`src/shared/csd_pkg.sv`:
```
// constants shared by the clock source and divider select block
package csd_pkg;

	// register offsets on the plain register port
	localparam logic [7:0] CSD_OFS_MODE   = 8'h00;
	localparam logic [7:0] CSD_OFS_STATUS = 8'h01;

	// clock mode control field positions
	localparam int CSD_BIT_LSO_STOP  = 0;
	localparam int CSD_BIT_HSO_STOP  = 1;
	localparam int CSD_BIT_XTAL_STOP = 2;
	localparam int CSD_SEL_LO        = 4;
	localparam int CSD_SEL_HI        = 5;
	localparam int CSD_DIV_LO        = 6;
	localparam int CSD_DIV_HI        = 7;

	// value after reset: low-speed source, divide by 8, high-speed osc stopped
	localparam logic [7:0] CSD_MODE_RESET = 8'h02;

	// option byte field positions
	localparam int CSD_OPT1_METHOD_LO = 0;
	localparam int CSD_OPT1_METHOD_HI = 1;
	localparam int CSD_OPT2_LSO_STOPPABLE = 4;

	// clock selection codes
	localparam logic [1:0] CSD_SEL_LSO  = 2'h0;
	localparam logic [1:0] CSD_SEL_HSO  = 2'h1;
	localparam logic [1:0] CSD_SEL_XTAL = 2'h2;

	// oscillation method codes
	localparam logic [1:0] CSD_METH_NONE = 2'h0;
	localparam logic [1:0] CSD_METH_MAIN = 2'h1;
	localparam logic [1:0] CSD_METH_SUB  = 2'h2;
	localparam logic [1:0] CSD_METH_EXT  = 2'h3;

	// division codes
	localparam logic [1:0] CSD_DIV8 = 2'h0;
	localparam logic [1:0] CSD_DIV4 = 2'h1;
	localparam logic [1:0] CSD_DIV2 = 2'h2;
	localparam logic [1:0] CSD_DIV1 = 2'h3;

	// source indices of the sampled clock vector
	localparam int CSD_NSRC = 5;
	localparam logic [2:0] CSD_SRC_LSO  = 3'h0;
	localparam logic [2:0] CSD_SRC_HSO  = 3'h1;
	localparam logic [2:0] CSD_SRC_MAIN = 3'h2;
	localparam logic [2:0] CSD_SRC_SUB  = 3'h3;
	localparam logic [2:0] CSD_SRC_EXT  = 3'h4;

	// synchroniser depth ahead of any logic
	localparam int CSD_SYNC_STAGES = 2;

endpackage

```
`src/logic/csd_clock_select.sv`:
```
// clock source selection and divider with clock mode control register
//
// The placing of the registers and the strobed register port were left to the implementer.
`timescale 1ns/10ps
module csd_clock_select
	import csd_pkg::*;
(
	// clock and reset
	input  wire logic       i_clk,
	input  wire logic       i_rstn,
	// register port
	input  wire logic [7:0] i_addr,
	input  wire logic [7:0] i_wdata,
	input  wire logic       i_wr,
	input  wire logic       i_rd,
	output logic      [7:0] o_rdata,
	// factory option bytes and core state
	input  wire logic [7:0] i_option_byte_one,
	input  wire logic [7:0] i_option_byte_two,
	input  wire logic       i_stop_mode,
	// raw oscillator clocks
	input  wire logic       i_lso_clk,
	input  wire logic       i_hso_clk,
	input  wire logic       i_main_crystal_input,
	input  wire logic       i_subclock_crystal_input,
	input  wire logic       i_ext_clk,
	// oscillator run controls
	output logic            o_lso_run,
	output logic            o_hso_run,
	output logic            o_xtal_run,
	// pin function
	output logic            o_crystal_output_pin_port,
	output logic            o_crystal_input_pin_port,
	// generated clocks
	output logic            o_periph_clk,
	output logic            o_cpu_clk
);

	// last count value of each half period, in source rising edges
	function automatic logic [1:0] csd_half_last(input logic [1:0] div);
		case (div)
			CSD_DIV8: csd_half_last = 2'h3;
			CSD_DIV4: csd_half_last = 2'h1;
			default:  csd_half_last = 2'h0;
		endcase
	endfunction

	logic [7:0]          mode;
	logic [1:0]          method;
	logic                lso_stoppable;
	logic                mode_hit;
	logic                stat_hit;
	logic [CSD_NSRC-1:0] src_raw;
	logic [CSD_NSRC-1:0] src_meta;
	logic [CSD_NSRC-1:0] src_sync;
	logic [CSD_NSRC-1:0] src_prev;
	logic [2:0]          want_src;
	logic [2:0]          act_src;
	logic [1:0]          act_div;
	logic [1:0]          div_cnt;
	logic                cpu_q;
	logic                act_level;
	logic                act_rise;
	logic [1:0]          next_sel;
	logic                next_lso_stop;

	assign method        = i_option_byte_one[CSD_OPT1_METHOD_HI:CSD_OPT1_METHOD_LO];
	assign lso_stoppable = i_option_byte_two[CSD_OPT2_LSO_STOPPABLE];
	assign mode_hit      = (i_addr == CSD_OFS_MODE);
	assign stat_hit      = (i_addr == CSD_OFS_STATUS);

	// write filtering of the low-speed stop and selection fields
	always_comb begin
		next_lso_stop = i_wdata[CSD_BIT_LSO_STOP] & lso_stoppable;
		next_sel      = i_wdata[CSD_SEL_HI:CSD_SEL_LO];
		if ((next_sel == CSD_SEL_XTAL) && (method == CSD_METH_NONE)) begin
			next_sel = mode[CSD_SEL_HI:CSD_SEL_LO];
		end
		if (next_sel == 2'h3) begin
			next_sel = mode[CSD_SEL_HI:CSD_SEL_LO];
		end
	end

	// clock mode control register
	always_ff @(posedge i_clk or negedge i_rstn) begin
		if (!i_rstn) begin
			mode <= CSD_MODE_RESET;
		end else if (i_wr && mode_hit) begin
			mode[CSD_DIV_HI:CSD_DIV_LO] <= i_wdata[CSD_DIV_HI:CSD_DIV_LO];
			mode[CSD_SEL_HI:CSD_SEL_LO] <= next_sel;
			mode[3]                     <= 1'b0;
			mode[CSD_BIT_XTAL_STOP]     <= i_wdata[CSD_BIT_XTAL_STOP];
			mode[CSD_BIT_HSO_STOP]      <= i_wdata[CSD_BIT_HSO_STOP];
			mode[CSD_BIT_LSO_STOP]      <= next_lso_stop;
		end
	end

	// read port, data valid in the cycle after the strobe only
	always_ff @(posedge i_clk or negedge i_rstn) begin
		if (!i_rstn) begin
			o_rdata <= 8'h00;
		end else if (i_rd && mode_hit) begin
			o_rdata <= mode;
		end else if (i_rd && stat_hit) begin
			o_rdata <= {o_xtal_run, o_hso_run, o_lso_run, act_div, act_src};
		end else begin
			o_rdata <= 8'h00;
		end
	end

	// oscillator enables
	always_ff @(posedge i_clk or negedge i_rstn) begin
		if (!i_rstn) begin
			o_lso_run  <= 1'b0;
			o_hso_run  <= 1'b0;
			o_xtal_run <= 1'b0;
		end else begin
			o_lso_run  <= !lso_stoppable ||
			              (!mode[CSD_BIT_LSO_STOP] && !i_stop_mode);
			o_hso_run  <= !mode[CSD_BIT_HSO_STOP] && !i_stop_mode;
			o_xtal_run <= !mode[CSD_BIT_XTAL_STOP] && !i_stop_mode &&
			              ((method == CSD_METH_MAIN) ||
			               (method == CSD_METH_SUB));
		end
	end

	// pin function from the oscillation method
	always_ff @(posedge i_clk or negedge i_rstn) begin
		if (!i_rstn) begin
			o_crystal_output_pin_port <= 1'b0;
			o_crystal_input_pin_port  <= 1'b0;
		end else begin
			o_crystal_output_pin_port <= (method == CSD_METH_NONE);
			o_crystal_input_pin_port  <= (method == CSD_METH_NONE) ||
			                             (method == CSD_METH_EXT);
		end
	end

	// oscillator clocks are foreign to i_clk
	assign src_raw = {i_ext_clk, i_subclock_crystal_input, i_main_crystal_input,
	                  i_hso_clk, i_lso_clk};

	for (genvar g = 0; g < CSD_NSRC; g++) begin : g_sync
		always_ff @(posedge i_clk or negedge i_rstn) begin
			if (!i_rstn) begin
				src_meta[g] <= 1'b0;
				src_sync[g] <= 1'b0;
				src_prev[g] <= 1'b0;
			end else begin
				src_meta[g] <= src_raw[g];
				src_sync[g] <= src_meta[g];
				src_prev[g] <= src_sync[g];
			end
		end
	end

	// requested source; unrelated control bits are ignored here
	always_comb begin
		case (mode[CSD_SEL_HI:CSD_SEL_LO])
			CSD_SEL_HSO: want_src = CSD_SRC_HSO;
			CSD_SEL_XTAL: begin
				case (method)
					CSD_METH_MAIN: want_src = CSD_SRC_MAIN;
					CSD_METH_SUB:  want_src = CSD_SRC_SUB;
					CSD_METH_EXT:  want_src = CSD_SRC_EXT;
					default:       want_src = CSD_SRC_LSO;
				endcase
			end
			default: want_src = CSD_SRC_LSO;
		endcase
	end

	assign act_level = src_sync[act_src];
	assign act_rise  = src_sync[act_src] & ~src_prev[act_src];

	// hand over only while both old and new sources sit low
	always_ff @(posedge i_clk or negedge i_rstn) begin
		if (!i_rstn) begin
			act_src <= CSD_SRC_LSO;
		end else if ((want_src != act_src) && !act_level && !src_sync[want_src]) begin
			act_src <= want_src;
		end
	end

	// peripheral clock is the undivided source
	always_ff @(posedge i_clk or negedge i_rstn) begin
		if (!i_rstn) begin
			o_periph_clk <= 1'b0;
		end else begin
			o_periph_clk <= act_level;
		end
	end

	// divider; a new ratio is taken only where a cpu period begins
	always_ff @(posedge i_clk or negedge i_rstn) begin
		if (!i_rstn) begin
			act_div <= CSD_DIV8;
			div_cnt <= 2'h0;
			cpu_q   <= 1'b0;
		end else if (act_rise) begin
			if ((act_div == CSD_DIV1) ||
			    ((div_cnt == csd_half_last(act_div)) && !cpu_q)) begin
				act_div <= mode[CSD_DIV_HI:CSD_DIV_LO];
				div_cnt <= 2'h0;
				cpu_q   <= 1'b1;
			end else if (div_cnt == csd_half_last(act_div)) begin
				div_cnt <= 2'h0;
				cpu_q   <= ~cpu_q;
			end else begin
				div_cnt <= div_cnt + 2'h1;
			end
		end
	end

	always_ff @(posedge i_clk or negedge i_rstn) begin
		if (!i_rstn) begin
			o_cpu_clk <= 1'b0;
		end else if (act_div == CSD_DIV1) begin
			o_cpu_clk <= act_level;
		end else begin
			o_cpu_clk <= cpu_q;
		end
	end

	// checks

	chk_lso_stop_set: assert property (@(posedge i_clk) disable iff (!i_rstn)
		(i_wr && mode_hit && i_wdata[CSD_BIT_LSO_STOP] && lso_stoppable)
		|=> mode[CSD_BIT_LSO_STOP] ##1 !o_lso_run)
		else $error("low-speed oscillator stop write not taken");

	chk_lso_stop_block: assert property (@(posedge i_clk) disable iff (!i_rstn)
		(i_wr && mode_hit && !lso_stoppable)
		|=> !mode[CSD_BIT_LSO_STOP])
		else $error("low-speed oscillator stop bit set while stopping disabled");

	chk_lso_in_stop: assert property (@(posedge i_clk) disable iff (!i_rstn)
		(i_rstn && !lso_stoppable && i_stop_mode) |=> o_lso_run)
		else $error("low-speed oscillator stopped although stopping disabled");

	chk_pin_ports: assert property (@(posedge i_clk) disable iff (!i_rstn)
		(i_rstn && (method == CSD_METH_NONE))
		|=> (o_crystal_output_pin_port && o_crystal_input_pin_port))
		else $error("crystal pins not released as ports");

	chk_sel_refuse: assert property (@(posedge i_clk) disable iff (!i_rstn)
		(i_wr && mode_hit && (method == CSD_METH_NONE))
		|=> (mode[CSD_SEL_HI:CSD_SEL_LO] != CSD_SEL_XTAL) &&
		    (mode[CSD_SEL_HI:CSD_SEL_LO] == $past(mode[CSD_SEL_HI:CSD_SEL_LO]) ||
		     $past(i_wdata[CSD_SEL_HI:CSD_SEL_LO]) != CSD_SEL_XTAL))
		else $error("crystal selection accepted with no oscillator pins");

	chk_div_count: assert property (@(posedge i_clk) disable iff (!i_rstn)
		div_cnt <= csd_half_last(act_div))
		else $error("divider count beyond half period");

	chk_reset_state: assert property (@(posedge i_clk)
		$rose(i_rstn) |-> (act_src == CSD_SRC_LSO) && (act_div == CSD_DIV8) &&
		                  mode[CSD_BIT_HSO_STOP])
		else $error("wrong clock state after reset");

	chk_hso_run: assert property (@(posedge i_clk) disable iff (!i_rstn)
		(i_rstn && !mode[CSD_BIT_HSO_STOP] && !i_stop_mode) |=> o_hso_run)
		else $error("high-speed oscillator not started");

	chk_xtal_run: assert property (@(posedge i_clk) disable iff (!i_rstn)
		(i_rstn && !mode[CSD_BIT_XTAL_STOP] && !i_stop_mode && (method == CSD_METH_MAIN))
		|=> o_xtal_run)
		else $error("crystal oscillator not started");

	chk_src_switch: assert property (@(posedge i_clk) disable iff (!i_rstn)
		(act_src != $past(act_src)) |-> !o_periph_clk)
		else $error("source switched while clock high");

	chk_src_map: assert property (@(posedge i_clk) disable iff (!i_rstn)
		(mode[CSD_SEL_HI:CSD_SEL_LO] == CSD_SEL_XTAL && method == CSD_METH_SUB)
		|-> (want_src == CSD_SRC_SUB))
		else $error("32 kHz crystal not requested");

	// reserved selection code leaves the source alone
	chk_sel_code_hold: assert property (@(posedge i_clk) disable iff (!i_rstn)
		(i_rstn && i_wr && mode_hit && (i_wdata[CSD_SEL_HI:CSD_SEL_LO] == 2'h3))
		|=> (mode[CSD_SEL_HI:CSD_SEL_LO] == $past(mode[CSD_SEL_HI:CSD_SEL_LO])))
		else $error("reserved selection code changed the source");

	chk_periph_follow: assert property (@(posedge i_clk) disable iff (!i_rstn)
		i_rstn |=> (o_periph_clk == $past(act_level)))
		else $error("peripheral clock not the undivided source");

	chk_ext_pins: assert property (@(posedge i_clk) disable iff (!i_rstn)
		(i_rstn && (method == CSD_METH_EXT))
		|=> (o_crystal_input_pin_port && !o_crystal_output_pin_port))
		else $error("pin use wrong for external clock");

	chk_sub_run: assert property (@(posedge i_clk) disable iff (!i_rstn)
		(i_rstn && !mode[CSD_BIT_XTAL_STOP] && !i_stop_mode && (method == CSD_METH_SUB))
		|=> o_xtal_run)
		else $error("32 kHz crystal not started");

	// a new ratio only lands on a source rise
	chk_div_at_rise: assert property (@(posedge i_clk) disable iff (!i_rstn)
		(act_div != $past(act_div)) |-> $past(act_rise))
		else $error("division ratio changed between source edges");

	chk_cpu_new_period: assert property (@(posedge i_clk) disable iff (!i_rstn)
		(act_div != $past(act_div)) |-> cpu_q)
		else $error("new ratio did not start a cpu period");

	chk_hso_stop: assert property (@(posedge i_clk) disable iff (!i_rstn)
		(i_rstn && mode[CSD_BIT_HSO_STOP]) |=> !o_hso_run)
		else $error("high-speed oscillator runs while stopped");

	chk_xtal_stop: assert property (@(posedge i_clk) disable iff (!i_rstn)
		(i_rstn && mode[CSD_BIT_XTAL_STOP]) |=> !o_xtal_run)
		else $error("crystal oscillator runs while stopped");

	// handover only while the old source sits low
	chk_src_low_swap: assert property (@(posedge i_clk) disable iff (!i_rstn)
		(act_src != $past(act_src)) |-> !$past(act_level))
		else $error("source handed over while old source high");

	chk_lso_reset_run: assert property (@(posedge i_clk)
		$rose(i_rstn) |=> o_lso_run)
		else $error("low-speed oscillator not running after reset");

	chk_hso_reset_off: assert property (@(posedge i_clk)
		$rose(i_rstn) |=> !o_hso_run)
		else $error("high-speed oscillator running after reset");

endmodule

```
`config.mk`:
```
export PLATFORM = sky130hd
export DESIGN_NAME = csd_clock_select
export DESIGN_NICKNAME = d
export VERILOG_FILES = /design/src/shared/csd_pkg.sv /design/src/logic/csd_clock_select.sv
export SDC_FILE = /design/constraint.sdc
export NUM_CORES = 1
export LEC_CHECK = 0
export BUFFER_PORTS_ARGS = -buffer_cell sky130_fd_sc_hd__buf_2
export CORE_MARGIN = 4
export CORE_UTILIZATION = 50
export CTS_BUF_LIST = sky130_fd_sc_hd__clkbuf_4 sky130_fd_sc_hd__clkbuf_8 sky130_fd_sc_hd__clkbuf_16
export CTS_CLUSTER_SIZE = 28
export DETAILED_ROUTE_END_ITERATION = 7
export PLACE_DENSITY_LB_ADDON = 0.25
export SYNTH_ARGS = -nofsm -noshare
export SYNTH_HDL_FRONTEND = slang
export SYNTH_SLANG_ARGS = --single-unit
```
`constraint.sdc`:
```
create_clock -name i_clk -period 3.3 [get_ports i_clk]
set_clock_uncertainty 0.15 [all_clocks]
set_input_delay 0.66 -clock i_clk [delete_from_list [all_inputs] [get_ports i_clk]]
set_output_delay 0.66 -clock i_clk [all_outputs]
set_load 0.05 [all_outputs]
```
=== Yosys cells after proc, flatten, opt, wreduce, memory -nomap -nowiden ===
Index checks and enable logic that the tools add are counted.
W data, S select, Z words.

* Register bits after elaboration: 45
* Input bits: 42
* Output and inout bits: 15
* Logic and storage cells: 100

* $add $sub $neg: 1
* $lt $le $gt $ge: 2
* Eq/ne operators: 13
* Muxes and demuxes: 20
* Bitwise gates (word level): 5
* Reductions and logical operators: 30

{| class="wikitable"
|+ Operator list
! cell !! count
|-
| $mux W8 || 2
|-
| $eq A2 B2 Y1 const B || 6
|-
| $mux W2 || 6
|-
| $logic_and A1 B1 Y1 || 11
|-
| $bmux W1 S3 || 3
|-
| $pmux W3 S3 || 1
|-
| $eq A8 B1 Y1 const B || 1
|-
| $logic_not A1 Y1 || 8
|-
| $logic_not A8 Y1 || 1
|-
| $lt A3 B4 Y1 const B || 2
|-
| $eq A2 B1 Y1 const B || 3
|-
| $mux W1 || 6
|-
| $pmux W3 S2 || 1
|-
| $reduce_and A2 Y1 || 3
|-
| $eq A2 B2 Y1 || 2
|-
| $logic_not A2 Y1 || 2
|-
| $logic_or A1 B1 Y1 || 4
|-
| $pmux W2 S2 || 1
|-
| $ne A3 B3 Y1 || 1
|-
| $not A1 Y1 || 3
|-
| $add A2 B1 Y2 const B || 1
|-
| $and A1 B1 Y1 || 2
|-
| $reduce_bool A2 Y1 || 1
|}

=== Logic depth before layout (Yosys ltp) ===
* Depth after elaboration: 13
* Depth in mapped cells: 8
* Gate-level depth less buffers: 8

=== Least setup slack after synthesis ===
OpenSTA, ideal clock, no wires.

* Kind: input to register
* Start point: in i_option_byte_one[0]
* End point: reg act_src[0]
* Setup time: 0.125 ns
* Arrival: 2.073 ns
* Required time: 3.025 ns
* Path slack: 0.952 ns
* Stages: 7
* Path buffers: 0
* Cells stage by stage: inv_1 > ha_1 > or2b_2 > nor4_1 > or4_4 > a21oi_4 > mux2_2

* Longest elaborated chain between the ends: 7
* Elaborated cells between the ends (all ways): 11

{| class="wikitable"
|+ RTL lines
! item !! RTL line !! source
|-
| from (decl) || csd_clock_select.sv:18 || <nowiki>input wire logic [7:0] i_option_byte_one,</nowiki>
|-
| $eq A2 B2 Y1 / $eq A2 B1 Y1 (equally long branches) || csd_clock_select.sv:162 || <nowiki>case (method)</nowiki>
|-
| $pmux W3 S3 (*) || csd_clock_select.sv:162 ||
|-
| $pmux W3 S2 (*) || csd_clock_select.sv:159 || <nowiki>case (mode[CSD_SEL_HI:CSD_SEL_LO])</nowiki>
|-
| $bmux W1 S3 || csd_clock_select.sv:180 || <nowiki>end else if ((want_src != act_src) && !act_level && !src_sync[want_src]) begin</nowiki>
|-
| $mux W1 (implied by the code) || csd_clock_select.sv:180 ||
|-
| $logic_not A1 Y1 || csd_clock_select.sv:180 ||
|-
| $logic_and A1 B1 Y1 || csd_clock_select.sv:180 ||
|-
| to (signal assigned) || csd_clock_select.sv:181 || <nowiki>act_src <= want_src;</nowiki>
|-
| to (decl) || csd_clock_select.sv:58 || <nowiki>logic [2:0] act_src;</nowiki>
|}

Mark *: on every way between the ends. The rest lies on a longest branch, timed or not. The select of a mux whose other input is x is not followed.
A chain may end at the register's enable or synchronous reset.

=== Worst setup path after layout ===
* Start point: reg mode[4]
* End point: reg act_src[0]

* Longest elaborated chain between the ends: 6
* Elaborated cells between the ends (all ways): 9

{| class="wikitable"
|+ RTL lines
! item !! RTL line !! source
|-
| from (decl) || csd_clock_select.sv:48 || <nowiki>logic [7:0] mode;</nowiki>
|-
| from (signal, indexed assignment) || csd_clock_select.sv:89 || <nowiki>mode[CSD_DIV_HI:CSD_DIV_LO] <= i_wdata[CSD_DIV_HI:CSD_DIV_LO];</nowiki>
|-
| from (signal, indexed assignment) || csd_clock_select.sv:90 || <nowiki>mode[CSD_SEL_HI:CSD_SEL_LO] <= next_sel;</nowiki>
|-
| from (signal, indexed assignment) || csd_clock_select.sv:92 || <nowiki>mode[CSD_BIT_XTAL_STOP] <= i_wdata[CSD_BIT_XTAL_STOP];</nowiki>
|-
| $eq A2 B2 Y1 / $eq A2 B1 Y1 (equally long branches) || csd_clock_select.sv:159 ||
|-
| $pmux W3 S2 (*) || csd_clock_select.sv:159 ||
|-
| $bmux W1 S3 || csd_clock_select.sv:180 ||
|-
| $mux W1 (implied by the code) || csd_clock_select.sv:180 ||
|-
| $logic_not A1 Y1 || csd_clock_select.sv:180 ||
|-
| $logic_and A1 B1 Y1 || csd_clock_select.sv:180 ||
|}

Marked as above.

==> results.yml <==
outcome:
  status: "completed"
worst_setup_path:
  worst-setup-path-type: "reg2reg"
  crit_chain: "inv_1 > ha_1 > nand3b_1 > nor4_1 > or4_4 > a21oi_4 > mux2_2"
  crit_fanout: 6
  cp_slowest_cell: "or4_4"
  cp_data_required_time_ps: 3340
  cp.arrival_ps: 2450
  end_kind: "flop"
  slowest_delay_ps: 450
  cp-start-kind: "flop"
  rr_worst_depth: 7
placed_design:
  gp_congestion: 0.895
  io_buffers: 42
  dp_hpwl_mm: 2.96
  pre_cts_slack_ps: 732
  placed_area_um2: 2210
  dpl.cell_count: 251
synth:
  seq_area_frac_synth_pct: 57.6
  syn_area_per_cell_um2: 11.9
  synthMuxAreaShare_pct: 9.14
  synthDistinctLibCells: 40
  syn-cell-area_um2: 1960
  synth-xor-area-share_pct: 0.895
  synthAdderAreaFrac_pct: 3.19
  synth_compound_area_share_pct: 10.8
  syn_nets: 211
  yosys.area.top_type: "dfrtp_1"
  synth_top_area_share_pct: 56.2
  syn_inst: 164
  synthTopCellsByArea: "dfrtp_1 (56%), mux2i_1 (5.1%), mux2_2 (4.0%), ha_1 (3.2%), nor2_1 (3.1%)"
  synth-simple-area-share_pct: 15.5
  synth_top_family_by_area: "simple AND/OR/NAND/NOR gates"
  synth_warnings: 0
  ys_seq_elements: 45
pwr:
  p_leak_nw: 1.14
  power_density_nw_per_um2: 527
  peakVddDrop_v: 0.000308
min_path:
  hp-class: "reg2reg"
  min_path_cells: 0
detailed_routing:
  drt-wirelength-per-cell_um: 15.0
  vias: 1404
  ant_nets: 0
  routed_wl_mm: 3.90
  via_per_inst: 5.42
  drc: 0
  first_iter_violations: 78
  dr.pass1.iters: 4
finish:
  drive_gt1_share_pct: 32.2
  antenna_cells: 0
  fin_util_pct: 61.8
  final_nets: 257
  area.growth.synth_to_final_pct: 17.3
  instances_no_fill: 259
  finalInstanceArea_um2: 2300
die:
  start_util_pct: 52.7
  core_area_um2: 3720
  die_area_um2: 4980
  io_pins: 57
  fp.dieW_um: 70.6
  num_rows: 22
  die_y_um: 70.6
clock_network:
  cts_buffers: 5
  cts_tree: "done"
  numClockSinks: 45
  cts_setup_buffers: 0
  htree_num_levels: 2
  cts_root_buf: "clkbuf_8"
  cts.path.max_buffers: 2
  cts.clk_slew.worst_paths_ps: 90
  postCtsHoldBufs: 0
  postCtsResizedCells: 0
  clock_latency_ps: 300
global_route:
  grt_max_degree: 46
  grt_pass1_wl_mm: 6.55
  grt_overflow: 0
  grt.total_usage_pct: 16.6
  antenna_found_initial: 0
  grt_pass1_vias: 1360
sta:
  maxSlewViolCount: 0
  finalCritPeriodShare_pct: 73.1
  rsz0062_at_grt: "false"
  slew-limit-headroom_pct: 34.8
  period_needed_ps: 2410
  worstMarginPinSlew_ps: 979
  setup_tns_ps: 0
  finalSetupViolCount: 0
  finalHoldViolations: 0
  clock.fmax_ghz: 0.414
  layout_setup_ws_ps: 886
flow_run:
  cap_violations: 0
-- placed cells by master (no fill, tap or decap), drive strengths merged, types with 2 or more instances in the layout --
master / instances
dfrtp: 44
buf: 42
nor2: 16
nand2: 11
mux2i: 10
o21ai: 10
inv: 10
mux2: 7
nor2b: 6
a21oi: 6
ha: 5
clkbuf: 5
nor3: 4
a21o: 3
or4: 3
or2b: 2
nand2b: 2
o22ai: 2
a22oi: 2
o32a: 2
nand4: 2
nor4: 2
nand3b: 2
-- path summary, 6_finish.rpt --
kind	start	to	slack (ps)
worst max-delay path	mode[4]	act_src[0]	890
worst min-delay path	src_meta[3]	src_sync[3]	210
worst max register to register	mode[4]	act_src[0]	890
worst min register to register	src_meta[3]	src_sync[3]	210
max in group asynchronous	i_rstn	src_sync[2]	2030
min in group asynchronous	i_rstn	o_rdata[7]	360
-- per-layer routing --
metal	GRT usage, %	up-vias	share of wire [%]
met3	4.69	8	6.3
met2	27.4	53	51
li1	-	666	-
met1	21.2	677	41
met5	0	-	0
met4	5.43	0	1.4
-- cells in the mapped netlist --
library cell	count
nor2_1	16
o32a_1	2
a21oi_1	5
inv_1	9
nand2_1	10
a22o_1	1
buf_4	1
nand3b_4	1
nor4_4	1
o22ai_1	2
a21boi_1	1
nor2b_1	6
nand2_2	1
ha_1	5
xor2_1	1
a31o_2	1
o32ai_1	1
mux2i_1	10
a21oi_4	1
or4_1	1
or3_1	1
or2b_2	2
dfrtp_1	44
dfstp_2	1
buf_6	1
a22oi_1	2
nand2b_1	2
or4_4	2
and2b_2	1
nand4_1	2
xnor2_1	1
mux2_2	7
o41ai_1	1
a21o_1	3
a211oi_1	1
o21ai_0	10
nor4_1	1
nand3b_1	1
nor3_1	4
clkbuf_1	1
-- critical path, delay by kind of cell (launching register included) --
family / cells / cell delay [ps]
compound gates: 1 / 150
fa+ha+maj: 1 / 380
buf+inv: 1 / 90
flops: 1 / 430
mux: 1 / 340
simple gates: 3 / 760
-- sequential cells by signal (all words and copies together) (netlist names), 2 cells and up --
name and flops:
src_prev 5, act_src 3, src_meta 5, o_rdata 8
div_cnt 2, src_sync 5, mode 7, act_div 2
-- report_power, final --
part           switching, mW  internal (mW)
combinational          0.119         0.0889
sequential            0.0589          0.603
clock                  0.190          0.150
total                  0.368          0.842
-- cell families after synthesis --
kind of cell | count (synthesis)
AND/OR/NAND/NOR | 52
flip-flops | 45
AO/OA/AOI/OAI | 31
multiplexers | 17
buffers and inverters | 12
adder cells (fa/ha/maj) | 5
XOR/XNOR | 2
-- through the flow --
step           total power, mW  hold slack [ps]
6_report                  1.21              206
2_1_floorplan            0.807              181
5_1_grt                   1.27              216
3_5_place_dp             0.883              185
4_1_cts                   1.22              207
3_3_place_gp             0.865              182
-- area by class of cell --
class	count	area, um2
flip-flops and latches	45	1130
multi-input cells	107	774
fillers	308	1420
well taps	48	60.1
clock buffers	5	68.8
clock inverters	3	21.3
repair buffers	42	210
inverters	9	33.8
Power figures use the tool's default switching activity.
